`src/dri_defs.svh`:
```
// Purpose: constants for the dram init and mode register block
// Assumes: aclk at 20 MHz, period 50 ns
// Notes: offsets are byte addresses on the axi4-lite register bus
`ifndef DRI_DEFS_SVH
`define DRI_DEFS_SVH
// ****************************************
// timing
// ****************************************
`define DRI_CLK_NS 50
`define DRI_INIT_US 500
`define DRI_INIT_CYC ((`DRI_INIT_US * 1000) / `DRI_CLK_NS)
// ****************************************
// register offsets
// ****************************************
`define DRI_OFS_STATUS 12'h000
`define DRI_OFS_MR0 12'h004
`define DRI_OFS_MR1 12'h008
`define DRI_OFS_MR2 12'h00c
`define DRI_OFS_MR3 12'h010
`define DRI_OFS_LAST_ROW 12'h014
`define DRI_OFS_LAST_COL 12'h018
`define DRI_OFS_CTRL 12'h01c
// ****************************************
// mode register 0 and 1 fields
// ****************************************
`define DRI_MR0_BL_LSB 0
`define DRI_MR0_BT_BIT 3
`define DRI_MR0_TM_BIT 7
`define DRI_MR0_DLLRST_BIT 8
`define DRI_MR0_WR_LSB 9
`define DRI_MR1_AL_LSB 3
// ****************************************
// commands {cs_n, ras_n, cas_n, we_n}
// ****************************************
`define DRI_CMD_ACT 4'h3
`define DRI_CMD_RD 4'h5
`define DRI_CMD_WR 4'h4
`define DRI_CMD_MRS 4'h0
`define DRI_CMD_ZQ 4'h6
`endif

```
`src/dri_pkg.sv`:
```
// Purpose: types for the dram init and mode register block
// Assumes: dri_defs.svh holds the numbers
// Notes: none
package dri_pkg;
    typedef enum logic [2:0] {
        DRI_RESET, DRI_SELFINIT, DRI_WAIT_CKE, DRI_CONFIG, DRI_READY
    } dri_state_t;
endpackage

```
`src/dri_mr0_decode.sv`:
```
// Purpose: decode mode register 0 and 1 into latencies and burst setup
// Assumes: mode registers hold standard ddr3 encodings
// Notes: purely combinational
`timescale 1ns/100ps
`default_nettype none
`include "dri_defs.svh"
module dri_mr0_decode (
    // mode registers
    input wire logic [15:0] mr0,
    input wire logic [15:0] mr1,
    // decoded fields
    output logic [4:0] cas_lat,
    output logic [4:0] write_rec,
    output logic [5:0] read_lat,
    output logic [1:0] burst_mode,
    output logic interleave,
    output logic test_mode
);
    // ****************************************
    // field decode
    // ****************************************
    logic [3:0] cl_code;
    logic [2:0] wr_code;
    logic [4:0] al;
    // cl from a2 and a4..a6, whole clocks only
    always_comb begin
        cl_code = {mr0[6:4], mr0[2]};
        case (cl_code)
            4'h2: cas_lat = 5'h05;
            4'h4: cas_lat = 5'h06;
            4'h6: cas_lat = 5'h07;
            4'h8: cas_lat = 5'h08;
            4'ha: cas_lat = 5'h09;
            4'hc: cas_lat = 5'h0a;
            4'he: cas_lat = 5'h0b;
            4'h1: cas_lat = 5'h0c;
            4'h3: cas_lat = 5'h0d;
            4'h5: cas_lat = 5'h0e;
            default: cas_lat = 5'h00; // reserved code
        endcase
    end
    // write recovery from a9..a11
    always_comb begin
        wr_code = mr0[`DRI_MR0_WR_LSB +: 3];
        case (wr_code)
            3'h0: write_rec = 5'h10;
            3'h1: write_rec = 5'h05;
            3'h2: write_rec = 5'h06;
            3'h3: write_rec = 5'h07;
            3'h4: write_rec = 5'h08;
            3'h5: write_rec = 5'h0a;
            3'h6: write_rec = 5'h0c;
            default: write_rec = 5'h0e;
        endcase
    end
    // additive latency: 0, cl-1, cl-2
    always_comb begin
        case (mr1[`DRI_MR1_AL_LSB +: 2])
            2'h1: al = cas_lat - 5'h01;
            2'h2: al = cas_lat - 5'h02;
            default: al = 5'h00;
        endcase
    end
    assign read_lat = {1'b0, al} + {1'b0, cas_lat};
    assign burst_mode = mr0[`DRI_MR0_BL_LSB +: 2];
    assign interleave = mr0[`DRI_MR0_BT_BIT];
    assign test_mode = mr0[`DRI_MR0_TM_BIT]; // vendor only
endmodule
`default_nettype wire

```
`src/dri_top.sv`:
```
// Purpose: dram-side init sequencing, mode registers and command decode
// Assumes: aclk 20 MHz; dram pins are asynchronous and synchronised here
// Notes: the dram clock is sampled and its rising edges strobe the command pins
//
// Functional notes
// - each access moves one 8n word in core as two n transfers per clock
// - bursts of eight or chopped four; activate must precede read or write
// - activate takes bank from three bank inputs and row from a0..a15
// - read/write take column, a10 auto precharge, a12 chop when on the fly
// - after reset release wait 500us before cke; device self-initialises
// - termination stays off during reset and until cke is first high
// - mode registers undefined at power-up; mode writes keep array contents
// - cas latency from a2,a4..a6 in whole clocks; read latency is al plus cl
// - burst length from a0..a1, burst type from a3
// - dll reset bit clears itself after the reset is done
//
// Decided for this implementation: the address map and the AXI4-Lite register port.
`timescale 1ns/100ps
`default_nettype none
`include "dri_defs.svh"
module dri_top #(
    parameter int unsigned INIT_CYC = `DRI_INIT_CYC
) (
    // system
    input wire logic aclk,
    input wire logic aresetn,
    // axi4-lite write address
    input wire logic [11:0] s_axi_awaddr,
    input wire logic s_axi_awvalid,
    output logic s_axi_awready,
    // axi4-lite write data
    input wire logic [31:0] s_axi_wdata,
    input wire logic [3:0] s_axi_wstrb,
    input wire logic s_axi_wvalid,
    output logic s_axi_wready,
    // axi4-lite write response
    output logic [1:0] s_axi_bresp,
    output logic s_axi_bvalid,
    input wire logic s_axi_bready,
    // axi4-lite read
    input wire logic [11:0] s_axi_araddr,
    input wire logic s_axi_arvalid,
    output logic s_axi_arready,
    output logic [31:0] s_axi_rdata,
    output logic [1:0] s_axi_rresp,
    output logic s_axi_rvalid,
    input wire logic s_axi_rready,
    // dram pins from the controller
    input wire logic dram_ck,
    input wire logic dram_reset_n,
    input wire logic dram_cke,
    input wire logic dram_odt,
    input wire logic dram_cs_n,
    input wire logic dram_ras_n,
    input wire logic dram_cas_n,
    input wire logic dram_we_n,
    input wire logic [2:0] dram_ba,
    input wire logic [15:0] dram_addr,
    // device state
    output logic odt_enable,
    output logic init_done,
    output logic [1:0] core_beat
);
    // ****************************************
    // input synchronisers
    // ****************************************
    localparam int NS = 27;
    logic [NS-1:0] sync_a;
    logic [NS-1:0] sync_b;
    logic ck_prev;
    // two stages for every pin; only the second stage is read
    always_ff @(posedge aclk) begin
        sync_a <= {dram_ck, dram_reset_n, dram_cke, dram_odt, dram_cs_n, dram_ras_n,
                   dram_cas_n, dram_we_n, dram_ba, dram_addr};
        sync_b <= sync_a;
        ck_prev <= sync_b[26];
    end
    logic ck_s, rst_n_s, cke_s, odt_s, ck_rise;
    logic [3:0] cmd_s;
    logic [2:0] ba_s;
    logic [15:0] a_s;
    assign ck_s = sync_b[26];
    assign rst_n_s = sync_b[25];
    assign cke_s = sync_b[24];
    assign odt_s = sync_b[23];
    assign cmd_s = sync_b[22:19];
    assign ba_s = sync_b[18:16];
    assign a_s = sync_b[15:0];
    assign ck_rise = ck_s & ~ck_prev;
    // command valid only when cke was high on the previous and current edge
    logic cke_prev;
    logic cmd_ok;
    assign cmd_ok = ck_rise & cke_s & cke_prev & rst_n_s;
    always_ff @(posedge aclk) begin
        if (!aresetn || !rst_n_s) begin
            cke_prev <= 1'b0;
        end else if (ck_rise) begin
            cke_prev <= cke_s;
        end
    end
    // ****************************************
    // init sequencer
    // ****************************************
    dri_pkg::dri_state_t state;
    logic [15:0] init_cnt;
    logic dll_reset_pend;
    logic zq_seen;
    // self-init runs on aclk only, independent of the dram clock
    always_ff @(posedge aclk) begin
        if (!aresetn || !rst_n_s) begin
            state <= dri_pkg::DRI_RESET;
            init_cnt <= 16'h0000;
        end else begin
            case (state)
                dri_pkg::DRI_RESET: begin
                    state <= dri_pkg::DRI_SELFINIT;
                    init_cnt <= 16'h0000;
                end
                dri_pkg::DRI_SELFINIT: begin
                    if (init_cnt >= 16'(INIT_CYC - 1)) begin
                        state <= dri_pkg::DRI_WAIT_CKE;
                    end else begin
                        init_cnt <= init_cnt + 16'h0001;
                    end
                end
                dri_pkg::DRI_WAIT_CKE: begin
                    if (ck_rise && cke_s) begin
                        state <= dri_pkg::DRI_CONFIG;
                    end
                end
                dri_pkg::DRI_CONFIG: begin
                    if (zq_seen) begin
                        state <= dri_pkg::DRI_READY;
                    end
                end
                dri_pkg::DRI_READY: state <= dri_pkg::DRI_READY;
                default: state <= dri_pkg::DRI_RESET;
            endcase
        end
    end
    // termination held off until cke seen after reset
    always_ff @(posedge aclk) begin
        if (!aresetn) begin
            odt_enable <= 1'b0;
        end else begin
            odt_enable <= (state == dri_pkg::DRI_CONFIG || state == dri_pkg::DRI_READY)
                          & odt_s;
        end
    end
    assign init_done = (state == dri_pkg::DRI_READY);
    // ****************************************
    // mode registers and command decode
    // ****************************************
    logic [15:0] mr0, mr1, mr2, mr3;
    logic [2:0] act_bank;
    logic [15:0] act_row;
    logic [7:0] bank_open;
    logic [9:0] last_col;
    logic last_ap, last_chop, last_rd, bad_order;
    logic [2:0] beat_cnt;
    logic ctrl_clr;
    function automatic logic is_cmd(input logic [3:0] c, input logic [3:0] code);
        return cmd_ok && c == code;
    endfunction
    // mode writes keep array state untouched; values zero from aresetn until written
    always_ff @(posedge aclk) begin
        if (!aresetn) begin
            mr0 <= 16'h0000;
            mr1 <= 16'h0000;
            mr2 <= 16'h0000;
            mr3 <= 16'h0000;
            dll_reset_pend <= 1'b0;
        end else begin
            if (is_cmd(cmd_s, `DRI_CMD_MRS) && ba_s[2] == 1'b0) begin
                case (ba_s[1:0])
                    2'h0: mr0 <= a_s;
                    2'h1: mr1 <= a_s;
                    2'h2: mr2 <= a_s;
                    default: mr3 <= a_s;
                endcase
                dll_reset_pend <= (ba_s[1:0] == 2'h0) & a_s[`DRI_MR0_DLLRST_BIT];
            end else if (dll_reset_pend) begin
                // dll reset carried out; bit returns to zero
                mr0[`DRI_MR0_DLLRST_BIT] <= 1'b0;
                dll_reset_pend <= 1'b0;
            end
        end
    end
    // zq long marks end of configuration
    always_ff @(posedge aclk) begin
        if (!aresetn || !rst_n_s) begin
            zq_seen <= 1'b0;
        end else if (is_cmd(cmd_s, `DRI_CMD_ZQ) && a_s[10]) begin
            zq_seen <= 1'b1;
        end
    end
    // activate and column commands
    always_ff @(posedge aclk) begin
        if (!aresetn || !rst_n_s) begin
            act_bank <= 3'h0;
            act_row <= 16'h0000;
            bank_open <= 8'h00;
            last_col <= 10'h000;
            last_ap <= 1'b0;
            last_chop <= 1'b0;
            last_rd <= 1'b0;
            bad_order <= 1'b0;
        end else begin
            // clear first, so that a set in the same cycle wins
            if (ctrl_clr) begin
                bad_order <= 1'b0;
            end
            if (is_cmd(cmd_s, `DRI_CMD_ACT)) begin
                act_bank <= ba_s;
                act_row <= a_s;
                bank_open[ba_s] <= 1'b1;
            end else if (is_cmd(cmd_s, `DRI_CMD_RD) || is_cmd(cmd_s, `DRI_CMD_WR)) begin
                last_col <= a_s[9:0];
                last_ap <= a_s[10];
                last_chop <= (mr0[1:0] == 2'h1) ? ~a_s[12] : (mr0[1:0] == 2'h2);
                last_rd <= cmd_s[0];
                if (!bank_open[ba_s]) begin
                    bad_order <= 1'b1;
                end
                if (a_s[10]) begin
                    bank_open[ba_s] <= 1'b0;
                end
            end
        end
    end
    // one core word spans four dram clocks, two pin beats each
    always_ff @(posedge aclk) begin
        if (!aresetn || !rst_n_s) begin
            beat_cnt <= 3'h0;
        end else if (is_cmd(cmd_s, `DRI_CMD_RD) || is_cmd(cmd_s, `DRI_CMD_WR)) begin
            beat_cnt <= 3'h4;
        end else if (ck_rise && beat_cnt != 3'h0) begin
            beat_cnt <= beat_cnt - 3'h1;
        end
    end
    assign core_beat = beat_cnt[1:0];
    // ****************************************
    // decoded timing fields
    // ****************************************
    logic [4:0] cas_lat, write_rec;
    logic [5:0] read_lat;
    logic [1:0] burst_mode;
    logic interleave, test_mode;
    dri_mr0_decode u_dec (
        .mr0(mr0),
        .mr1(mr1),
        .cas_lat(cas_lat),
        .write_rec(write_rec),
        .read_lat(read_lat),
        .burst_mode(burst_mode),
        .interleave(interleave),
        .test_mode(test_mode)
    );
    // ****************************************
    // axi4-lite slave
    // ****************************************
    logic aw_held, w_held;
    logic [11:0] aw_addr;
    // take address and data in either order, answer once both are in
    always_ff @(posedge aclk) begin
        if (!aresetn) begin
            aw_held <= 1'b0;
            w_held <= 1'b0;
            aw_addr <= 12'h000;
            s_axi_bvalid <= 1'b0;
        end else begin
            if (s_axi_awvalid && s_axi_awready) begin
                aw_held <= 1'b1;
                aw_addr <= s_axi_awaddr;
            end
            if (s_axi_wvalid && s_axi_wready) begin
                w_held <= 1'b1;
            end
            if (aw_held && w_held && !s_axi_bvalid) begin
                s_axi_bvalid <= 1'b1;
                aw_held <= 1'b0;
                w_held <= 1'b0;
            end else if (s_axi_bvalid && s_axi_bready) begin
                s_axi_bvalid <= 1'b0;
            end
        end
    end
    logic [31:0] wdata_q;
    always_ff @(posedge aclk) begin
        if (!aresetn) begin
            wdata_q <= 32'h00000000;
        end else if (s_axi_wvalid && s_axi_wready) begin
            wdata_q <= s_axi_wdata;
        end
    end
    assign s_axi_awready = !aw_held && !s_axi_bvalid;
    assign s_axi_wready = !w_held && !s_axi_bvalid;
    assign s_axi_bresp = (aw_addr == `DRI_OFS_CTRL) ? 2'h0 : 2'h2;
    // control: writing bit 0 clears the order-error flag
    assign ctrl_clr = aw_held && w_held && !s_axi_bvalid && aw_addr == `DRI_OFS_CTRL
                      && wdata_q[0];
    // read side: one word per request, answer the cycle after
    always_ff @(posedge aclk) begin
        if (!aresetn) begin
            s_axi_rvalid <= 1'b0;
            s_axi_rdata <= 32'h00000000;
            s_axi_rresp <= 2'h0;
        end else if (s_axi_arvalid && s_axi_arready) begin
            s_axi_rvalid <= 1'b1;
            s_axi_rresp <= 2'h0;
            case (s_axi_araddr)
                `DRI_OFS_STATUS: s_axi_rdata <= {read_lat, write_rec, cas_lat, 1'b0,
                                 test_mode, interleave, burst_mode, bad_order,
                                 odt_enable, init_done, state, 5'h00};
                `DRI_OFS_MR0: s_axi_rdata <= {16'h0000, mr0};
                `DRI_OFS_MR1: s_axi_rdata <= {16'h0000, mr1};
                `DRI_OFS_MR2: s_axi_rdata <= {16'h0000, mr2};
                `DRI_OFS_MR3: s_axi_rdata <= {16'h0000, mr3};
                `DRI_OFS_LAST_ROW: s_axi_rdata <= {13'h0000, act_bank, act_row};
                `DRI_OFS_LAST_COL: s_axi_rdata <= {19'h00000, last_rd, last_chop,
                                   last_ap, last_col};
                `DRI_OFS_CTRL: s_axi_rdata <= 32'h00000000;
                default: begin
                    s_axi_rdata <= 32'h00000000;
                    s_axi_rresp <= 2'h2; // unmapped
                end
            endcase
        end else if (s_axi_rvalid && s_axi_rready) begin
            s_axi_rvalid <= 1'b0;
        end
    end
    assign s_axi_arready = !s_axi_rvalid;
endmodule
`default_nettype wire

```
`config.mk`:
```
export PLATFORM = sky130hd
export DESIGN_NAME = dri_top
export DESIGN_NICKNAME = d
export VERILOG_FILES = /design/src/dri_pkg.sv /design/src/dri_mr0_decode.sv /design/src/dri_top.sv
export VERILOG_INCLUDE_DIRS = /design/src
export SDC_FILE = /design/constraint.sdc
export NUM_CORES = 1
export LEC_CHECK = 0
export ABC_AREA = 0
export BUFFER_PORTS_ARGS = -buffer_cell sky130_fd_sc_hd__buf_4
export CAP_MARGIN = 10
export CORE_ASPECT_RATIO = 1.5
export CORE_MARGIN = 3
export CORE_UTILIZATION = 57
export DETAILED_ROUTE_END_ITERATION = 8
export PLACE_DENSITY = 0.89
export REMOVE_ABC_BUFFERS = 1
export SKIP_CTS_REPAIR_TIMING = 1
export SLEW_MARGIN = 20
export SYNTH_ARGS = -nofsm -noshare
export SYNTH_HDL_FRONTEND = slang
export SYNTH_SLANG_ARGS = --single-unit
```
`constraint.sdc`:
```
create_clock -name aclk -period 2.6 [get_ports aclk]
set_input_delay 0.13 -clock aclk [delete_from_list [all_inputs] [get_ports aclk]]
set_output_delay 0.13 -clock aclk [all_outputs]
set_load 0.03 [all_outputs]
```
Yosys cells after proc, flatten, opt, wreduce, memory -nomap -nowiden

Memory sizes are Yosys's and may differ from the RTL's. A register that Yosys moved wholly into a read port is not among the register bits.
Cells that the tools add are included.

Bits in registers: 237
Latch bits: 0
Memory bits (writable): 0
ROM bits: 64
Input port bits: 94
Output and inout bits: 45
Memories: 1

Add/subtract/negate cells: 5
$mul: 0
Div/mod/pow operators: 0
Order comparisons: 3
Equal/unequal tests: 33
Shift-type cells: 0
Multiplexer cells: 34
Bitwise gates (word level): 15
Reductions and logical operators: 57

Memories:

| name             | words | width | rd ports | clocked after memory_dff | wr ports | line                 | source |
|---|---|---|---|---|---|---|---|
| (name not given) | 16    | 4     | 1        | 1                        | 0        | dri_mr0_decode.sv:28 | `case (cl_code)` |

Operators by type and width:

| operator                                                                 | count |
|---|---|
| 32-bit one-hot mux with 7 select lines                                   | 1 |
| 12-bit by 5-bit == test with 1-bit output (second input constant)        | 5 |
| 5-bit one-hot mux with 7 select lines                                    | 1 |
| 16-bit one-hot mux with 2 select lines                                   | 1 |
| 12-bit by 4-bit == test with 1-bit output (second input constant)        | 2 |
| 8-bit 2-to-1 mux                                                         | 3 |
| 1-bit logical AND                                                        | 21 |
| 2-bit AND reduction                                                      | 9 |
| 16-bit by 1-bit adder with 16-bit output (second input constant)         | 1 |
| 16-bit by 14-bit >= comparator with 1-bit output (second input constant) | 1 |
| 16-bit 2-to-1 mux                                                        | 1 |
| 3-bit 2-to-1 mux                                                         | 5 |
| 3-bit one-hot mux with 5 select lines                                    | 1 |
| 2-bit nonzero test                                                       | 7 |
| 1-bit 2-to-1 mux                                                         | 13 |
| 12-bit by 3-bit == test with 1-bit output (second input constant)        | 1 |
| 3-bit by 2-bit == test with 1-bit output (second input constant)         | 4 |
| 3-bit == test (second input constant)                                    | 4 |
| 4-bit by 3-bit == test with 1-bit output (second input constant)         | 3 |
| 12-bit logical NOT                                                       | 1 |
| 5-bit one-hot mux with 2 select lines                                    | 1 |
| 9-bit 2-to-1 mux                                                         | 1 |
| 8-bit bitwise AND                                                        | 1 |
| 4-bit 2-to-1 mux                                                         | 2 |
| other kinds (29)                                                         | 57 |

Longest topological paths before layout

Depth after elaboration: 10
Mapped depth: 11

Cells and area by module

Synthesis repeated with hierarchy kept, for this count alone.

Cells, all modules: 1082
Area total of the unflattened synthesis: 9462.8 µm²

By module, submodules not included:

| module         | instances | cells each | area each (µm²) |
|---|---|---|---|
| dri_top        | 1         | 1005       | 8924.8 |
| dri_mr0_decode | 1         | 77         | 538.0 |

Worst setup path before layout

OpenSTA, ideal clock, no wires.

Path kind: reg-to-reg
Start: register u_dec.cas_lat[0] (netlist name)
End: register s_axi_rdata[31]
Library setup time: 0.121 ns
Arrival: 1.964 ns
Required time: 2.479 ns
Path slack: 0.516 ns
Cell stages (with the launch flop): 12
Cells stage by stage: dfxtp_1 -> inv_1 -> ha_1 -> nand2b_1 -> a21o_1 -> inv_1 -> ha_1 -> a31o_2 -> a21oi_1 -> nor2b_1 -> o2111ai_1 -> nand2_1

Word-level cells in the longest chain between the ends: 4
Elaborated cells between the ends (all ways): 5
Those cells by class: 3 x add/sub; 2 x mux

Ends and longest elaborated chain:

| item                                                                                                       | line                                       | source |
|---|---|---|
| 5-bit by 2-bit subtractor with 5-bit output or 5-bit by 1-bit subtractor with 5-bit output (tied branches) | dri_mr0_decode.sv:60, dri_mr0_decode.sv:59 |  |
| 5-bit one-hot mux with 2 select lines                                                                      | dri_mr0_decode.sv:58                       | `` case (mr1[`DRI_MR1_AL_LSB +: 2]) `` |
| 5-bit by 5-bit adder with 6-bit output (*)                                                                 | dri_mr0_decode.sv:64                       | `assign read_lat = {1'b0, al} + {1'b0, cas_lat};` |
| 32-bit one-hot mux with 7 select lines (*)                                                                 | dri_top.sv:311                             | `case (s_axi_araddr)` |
| end signal, assigned                                                                                       | dri_top.sv:312                             | `` `DRI_OFS_STATUS: s_axi_rdata <= {read_lat, write_rec, cas_lat, 1'b0, `` |
| end signal, assigned                                                                                       | dri_top.sv:315                             | `` `DRI_OFS_MR0: s_axi_rdata <= {16'h0000, mr0}; `` |
| end signal, assigned                                                                                       | dri_top.sv:316                             | `` `DRI_OFS_MR1: s_axi_rdata <= {16'h0000, mr1}; `` |
| end, declared                                                                                              | dri_top.sv:44                              | `output logic [31:0] s_axi_rdata,` |

Every way passes the cells marked *; elsewhere a longest branch is shown, timed or not.
A chain may end at the register's enable or synchronous reset.

Worst setup path after layout

Start: register u_dec.cas_lat[0] (netlist name)
End: register s_axi_rdata[29]

Word-level cells in the longest chain between the ends: 4
Elaborated cells between the ends (all ways): 5
Those cells by class: 3 x add/sub; 2 x mux

Ends and longest elaborated chain:

| item                                                                                                       | line |
|---|---|
| 5-bit by 2-bit subtractor with 5-bit output or 5-bit by 1-bit subtractor with 5-bit output (tied branches) | dri_mr0_decode.sv:60, dri_mr0_decode.sv:59 |
| 5-bit one-hot mux with 2 select lines                                                                      | dri_mr0_decode.sv:58 |
| 5-bit by 5-bit adder with 6-bit output (*)                                                                 | dri_mr0_decode.sv:64 |
| 32-bit one-hot mux with 7 select lines (*)                                                                 | dri_top.sv:311 |

Marked as above.

==> results.md <==
* Initial DRC Count at 696
* Rows at 57
* Final Cycle Share at 0.887
* Highest clock rate at 434 MHz
* Critical path start-end classification: register to register
* Post-synth top area cell: dfxtp_1
* Startpoint type of the worst setup path: register
* Core Util, Final at 0.711
* Peak supply drop at 0.000604 V
* Fin. max-slew vios at 0
* N_diodes at 0
* GPL Wtd Cong at 0.853
* Die area at 18200 sq um
* Initial antenna violation count at 0
* Post-synth EDFFs at 0
* Vias at 8251
* CP Cell Sequence: inv_1 > ha_1 > nand2b_1 > a21o_1 > inv_1 > ha_1 > a31o_2 > a21oi_1 > xnor2_1 > a22oi_1 > nor2_1
* Worst setup margin at 0.295 ns
* Die Ht at 164 microns
* Sequential element share of the synthesized area at 0.506
* TNS Setup at 0 ns
* Grt ovf at 0
* Die X at 111 microns
* Area Overhead vs Synth at 22.3%
* Rel. slew slack at 0.492
* Vias in the first global route at 7893
* Routed WL per cell at 17.5 microns
* Outcome: finished, final reports clean
* DRC Markers at 0
* Fin. Hold Viols at 0
* Overall global routing resource usage at 0.254
* Unrepaired setup endpoints after global routing: no
* FFs w/ async S/R, synth at 0
* # fillers at 1174
* Slowest cell on crit path: dfxtp_1
* Highest-count cells in the layout ignoring fill and taps: dfxtp_1 (239), nand2_1 (176), buf_4 (122), a21oi_1 (99), nor2_1 (91)
* Starting Density at 0.581
* HPWL Detailed at 15900 microns
* Post-place setup slack at 0.325 ns
* Clk_skew at 0.0136 ns
* Layout cells sized above 1 at 0.152
* P per Cell Area at 644 nW/um^2
* Final ANT Viol Nets at 0
* H-tree lvl count at 1
* I/O Buffers at 100
* Synth Flop Type: dfxtp_1
* Worst EP required at 2.99 ns
* Clk_lat worst skew at 0.51 ns
* Synth top area share at 0.506
* First-pass GRT wire length at 38200 microns
* Root Buffer: clkbuf_16
* Routed WL at 24500 microns
* Synth area leaders: dfxtp_1 (51%), mux2i_1 (7.0%), nand2_1 (7.0%)
* I/O Pins at 139
* Vias per cell at 5.90
* Core area at 16300 sq um
* CP Max Fanout at 7
* Crit end category: register
* CTS Buf Count at 22
* Fin crit period at 2.31 ns
* DRT Pass-1 Iters at 5
* Final setup vio count at 0
* Worst Tran Pin Value at 0.761 ns
* Commonest non-fill, non-tap cell in the layout: dfxtp_1
* R2R depth at 11
* Clock Tree Buf Depth at 3
* Min-delay worst type: primary input to register
* Yosys cell types at 68
* Final nets at 1286
* Sink Count at 239
* Largest net degree at the start of global routing at 89
* Synth warn at 0
* Max Cap Viol at 0
* Cell area after synthesis at 9450 sq um
* WHS Path Cells at 4
* Clk pin slew, worst setup/hold paths at 0.06 ns
* CTS tree: done
* Syn Inst Count at 1052
* Lkg Pwr at 4.56 nW
* CP max stage delay at 0.46 ns
* Yosys reg bits at 239
* Critical path arrival at 2.69 ns
* Syn Area/Cell at 8.98 sq um
report_power, final:
part / switching (W) / internal [W] / total, W / leakage, nW
registers: 0.0000626 / 0.00373 / 0.00379 / 1.95
logic: 0.000207 / 0.000172 / 0.000379 / 2.24
clock network: 0.00133 / 0.00194 / 0.00327 / 0.365
synthesized netlist by cell type, types with 14 or more instances:
master	number
nand2_1	176
nor3_1	19
clkbuf_1	42
dfxtp_1	239
nand3_1	28
nor2b_1	16
a21oi_1	99
buf_2	18
inv_1	21
o21ai_0	30
nor2_1	91
mux2i_1	66
and3_1	14
a22oi_1	20
worst max-delay path, delay by kind of cell, from the launching register on:
| kind | cells | cell delay (ns) |
|---|---|---|
| and+or+nand+nor | 2 | 0.19 |
| buffers and inverters | 2 | 0.13 |
| AOI/OAI and AO/OA | 4 | 0.81 |
| xor gates and xnor gates | 1 | 0.10 |
| DFF | 1 | 0.46 |
| adders and majority gates | 2 | 0.50 |
sequential cells by signal, indices dropped and copies added (netlist names), 3 cells and up, named ones only:
signal / cells
act_row: 16
sync_b: 27
mr1: 16
sync_a: 27
u_dec.cas_lat: 4
aw_addr: 12
mr0: 16
s_axi_rdata: 31
init_cnt: 16
act_bank: 3
mr3: 16
last_col: 10
beat_cnt: 3
state: 3
mr2: 16
stage by stage:
stage               std cells  hold WS (ns)  area [sq um]  total power, W
floorplan                 986         0.158          9150         0.00400
global placement         1316         0.235         10400         0.00418
detailed placement       1316         0.236         10400         0.00419
CTS                      1352        -0.291         11100         0.00741
global route             1398         0.113         11600         0.00765
finish                   1398        0.0835         11600         0.00744
final cells by class:
cell class / instances / area [sq um] / area share
Timing Repair Buffer: 170 / 1420 / 0.123
Sequential cell: 239 / 4780 / 0.414
Inverter: 22 / 82.6 / 0.00715
Clock buffer: 29 / 648 / 0.0561
Multi-Input combinational cell: 725 / 4280 / 0.370
Tap cell: 206 / 258 / 0.0223
Clock inverter: 7 / 87.6 / 0.00758
cells by family (layout without fill, tap and decap cells):
logic type      Yosys count  after routing  share of synthesized area
compound gates          214            214                      0.140
xor+xnor                 15             15                     0.0139
fa+ha+maj                12             12                     0.0167
buf+inv                  90            228                     0.0417
flops                   239            239                      0.506
mux                      72             72                     0.0782
other cells               1              3                   0.000397
simple gates            409            409                      0.203
final timing paths:
path                       startpoint                           end  slack, ns
max          u_dec.cas_lat[0]$_DFF_P_  s_axi_rdata[29]$_SDFFE_PN0P_       0.29
min                     s_axi_arvalid   s_axi_rresp[1]$_SDFFE_PN0P_       0.08
max reg2reg  u_dec.cas_lat[0]$_DFF_P_  s_axi_rdata[29]$_SDFFE_PN0P_       0.29
min reg2reg        sync_a[14]$_DFF_P_            sync_b[14]$_DFF_P_       0.33
per-layer routing:
layer,wire [microns],GRT usage,up-vias,part of all wire
li1,-,-,3881,-
met1,8900,0.282,3872,0.36
met2,12200,0.457,380,0.50
met3,1780,0.0387,118,0.073
met4,1560,0.156,0,0.064
met5,0,0,-,0
Note: power is estimated with default switching activity, not from simulation.
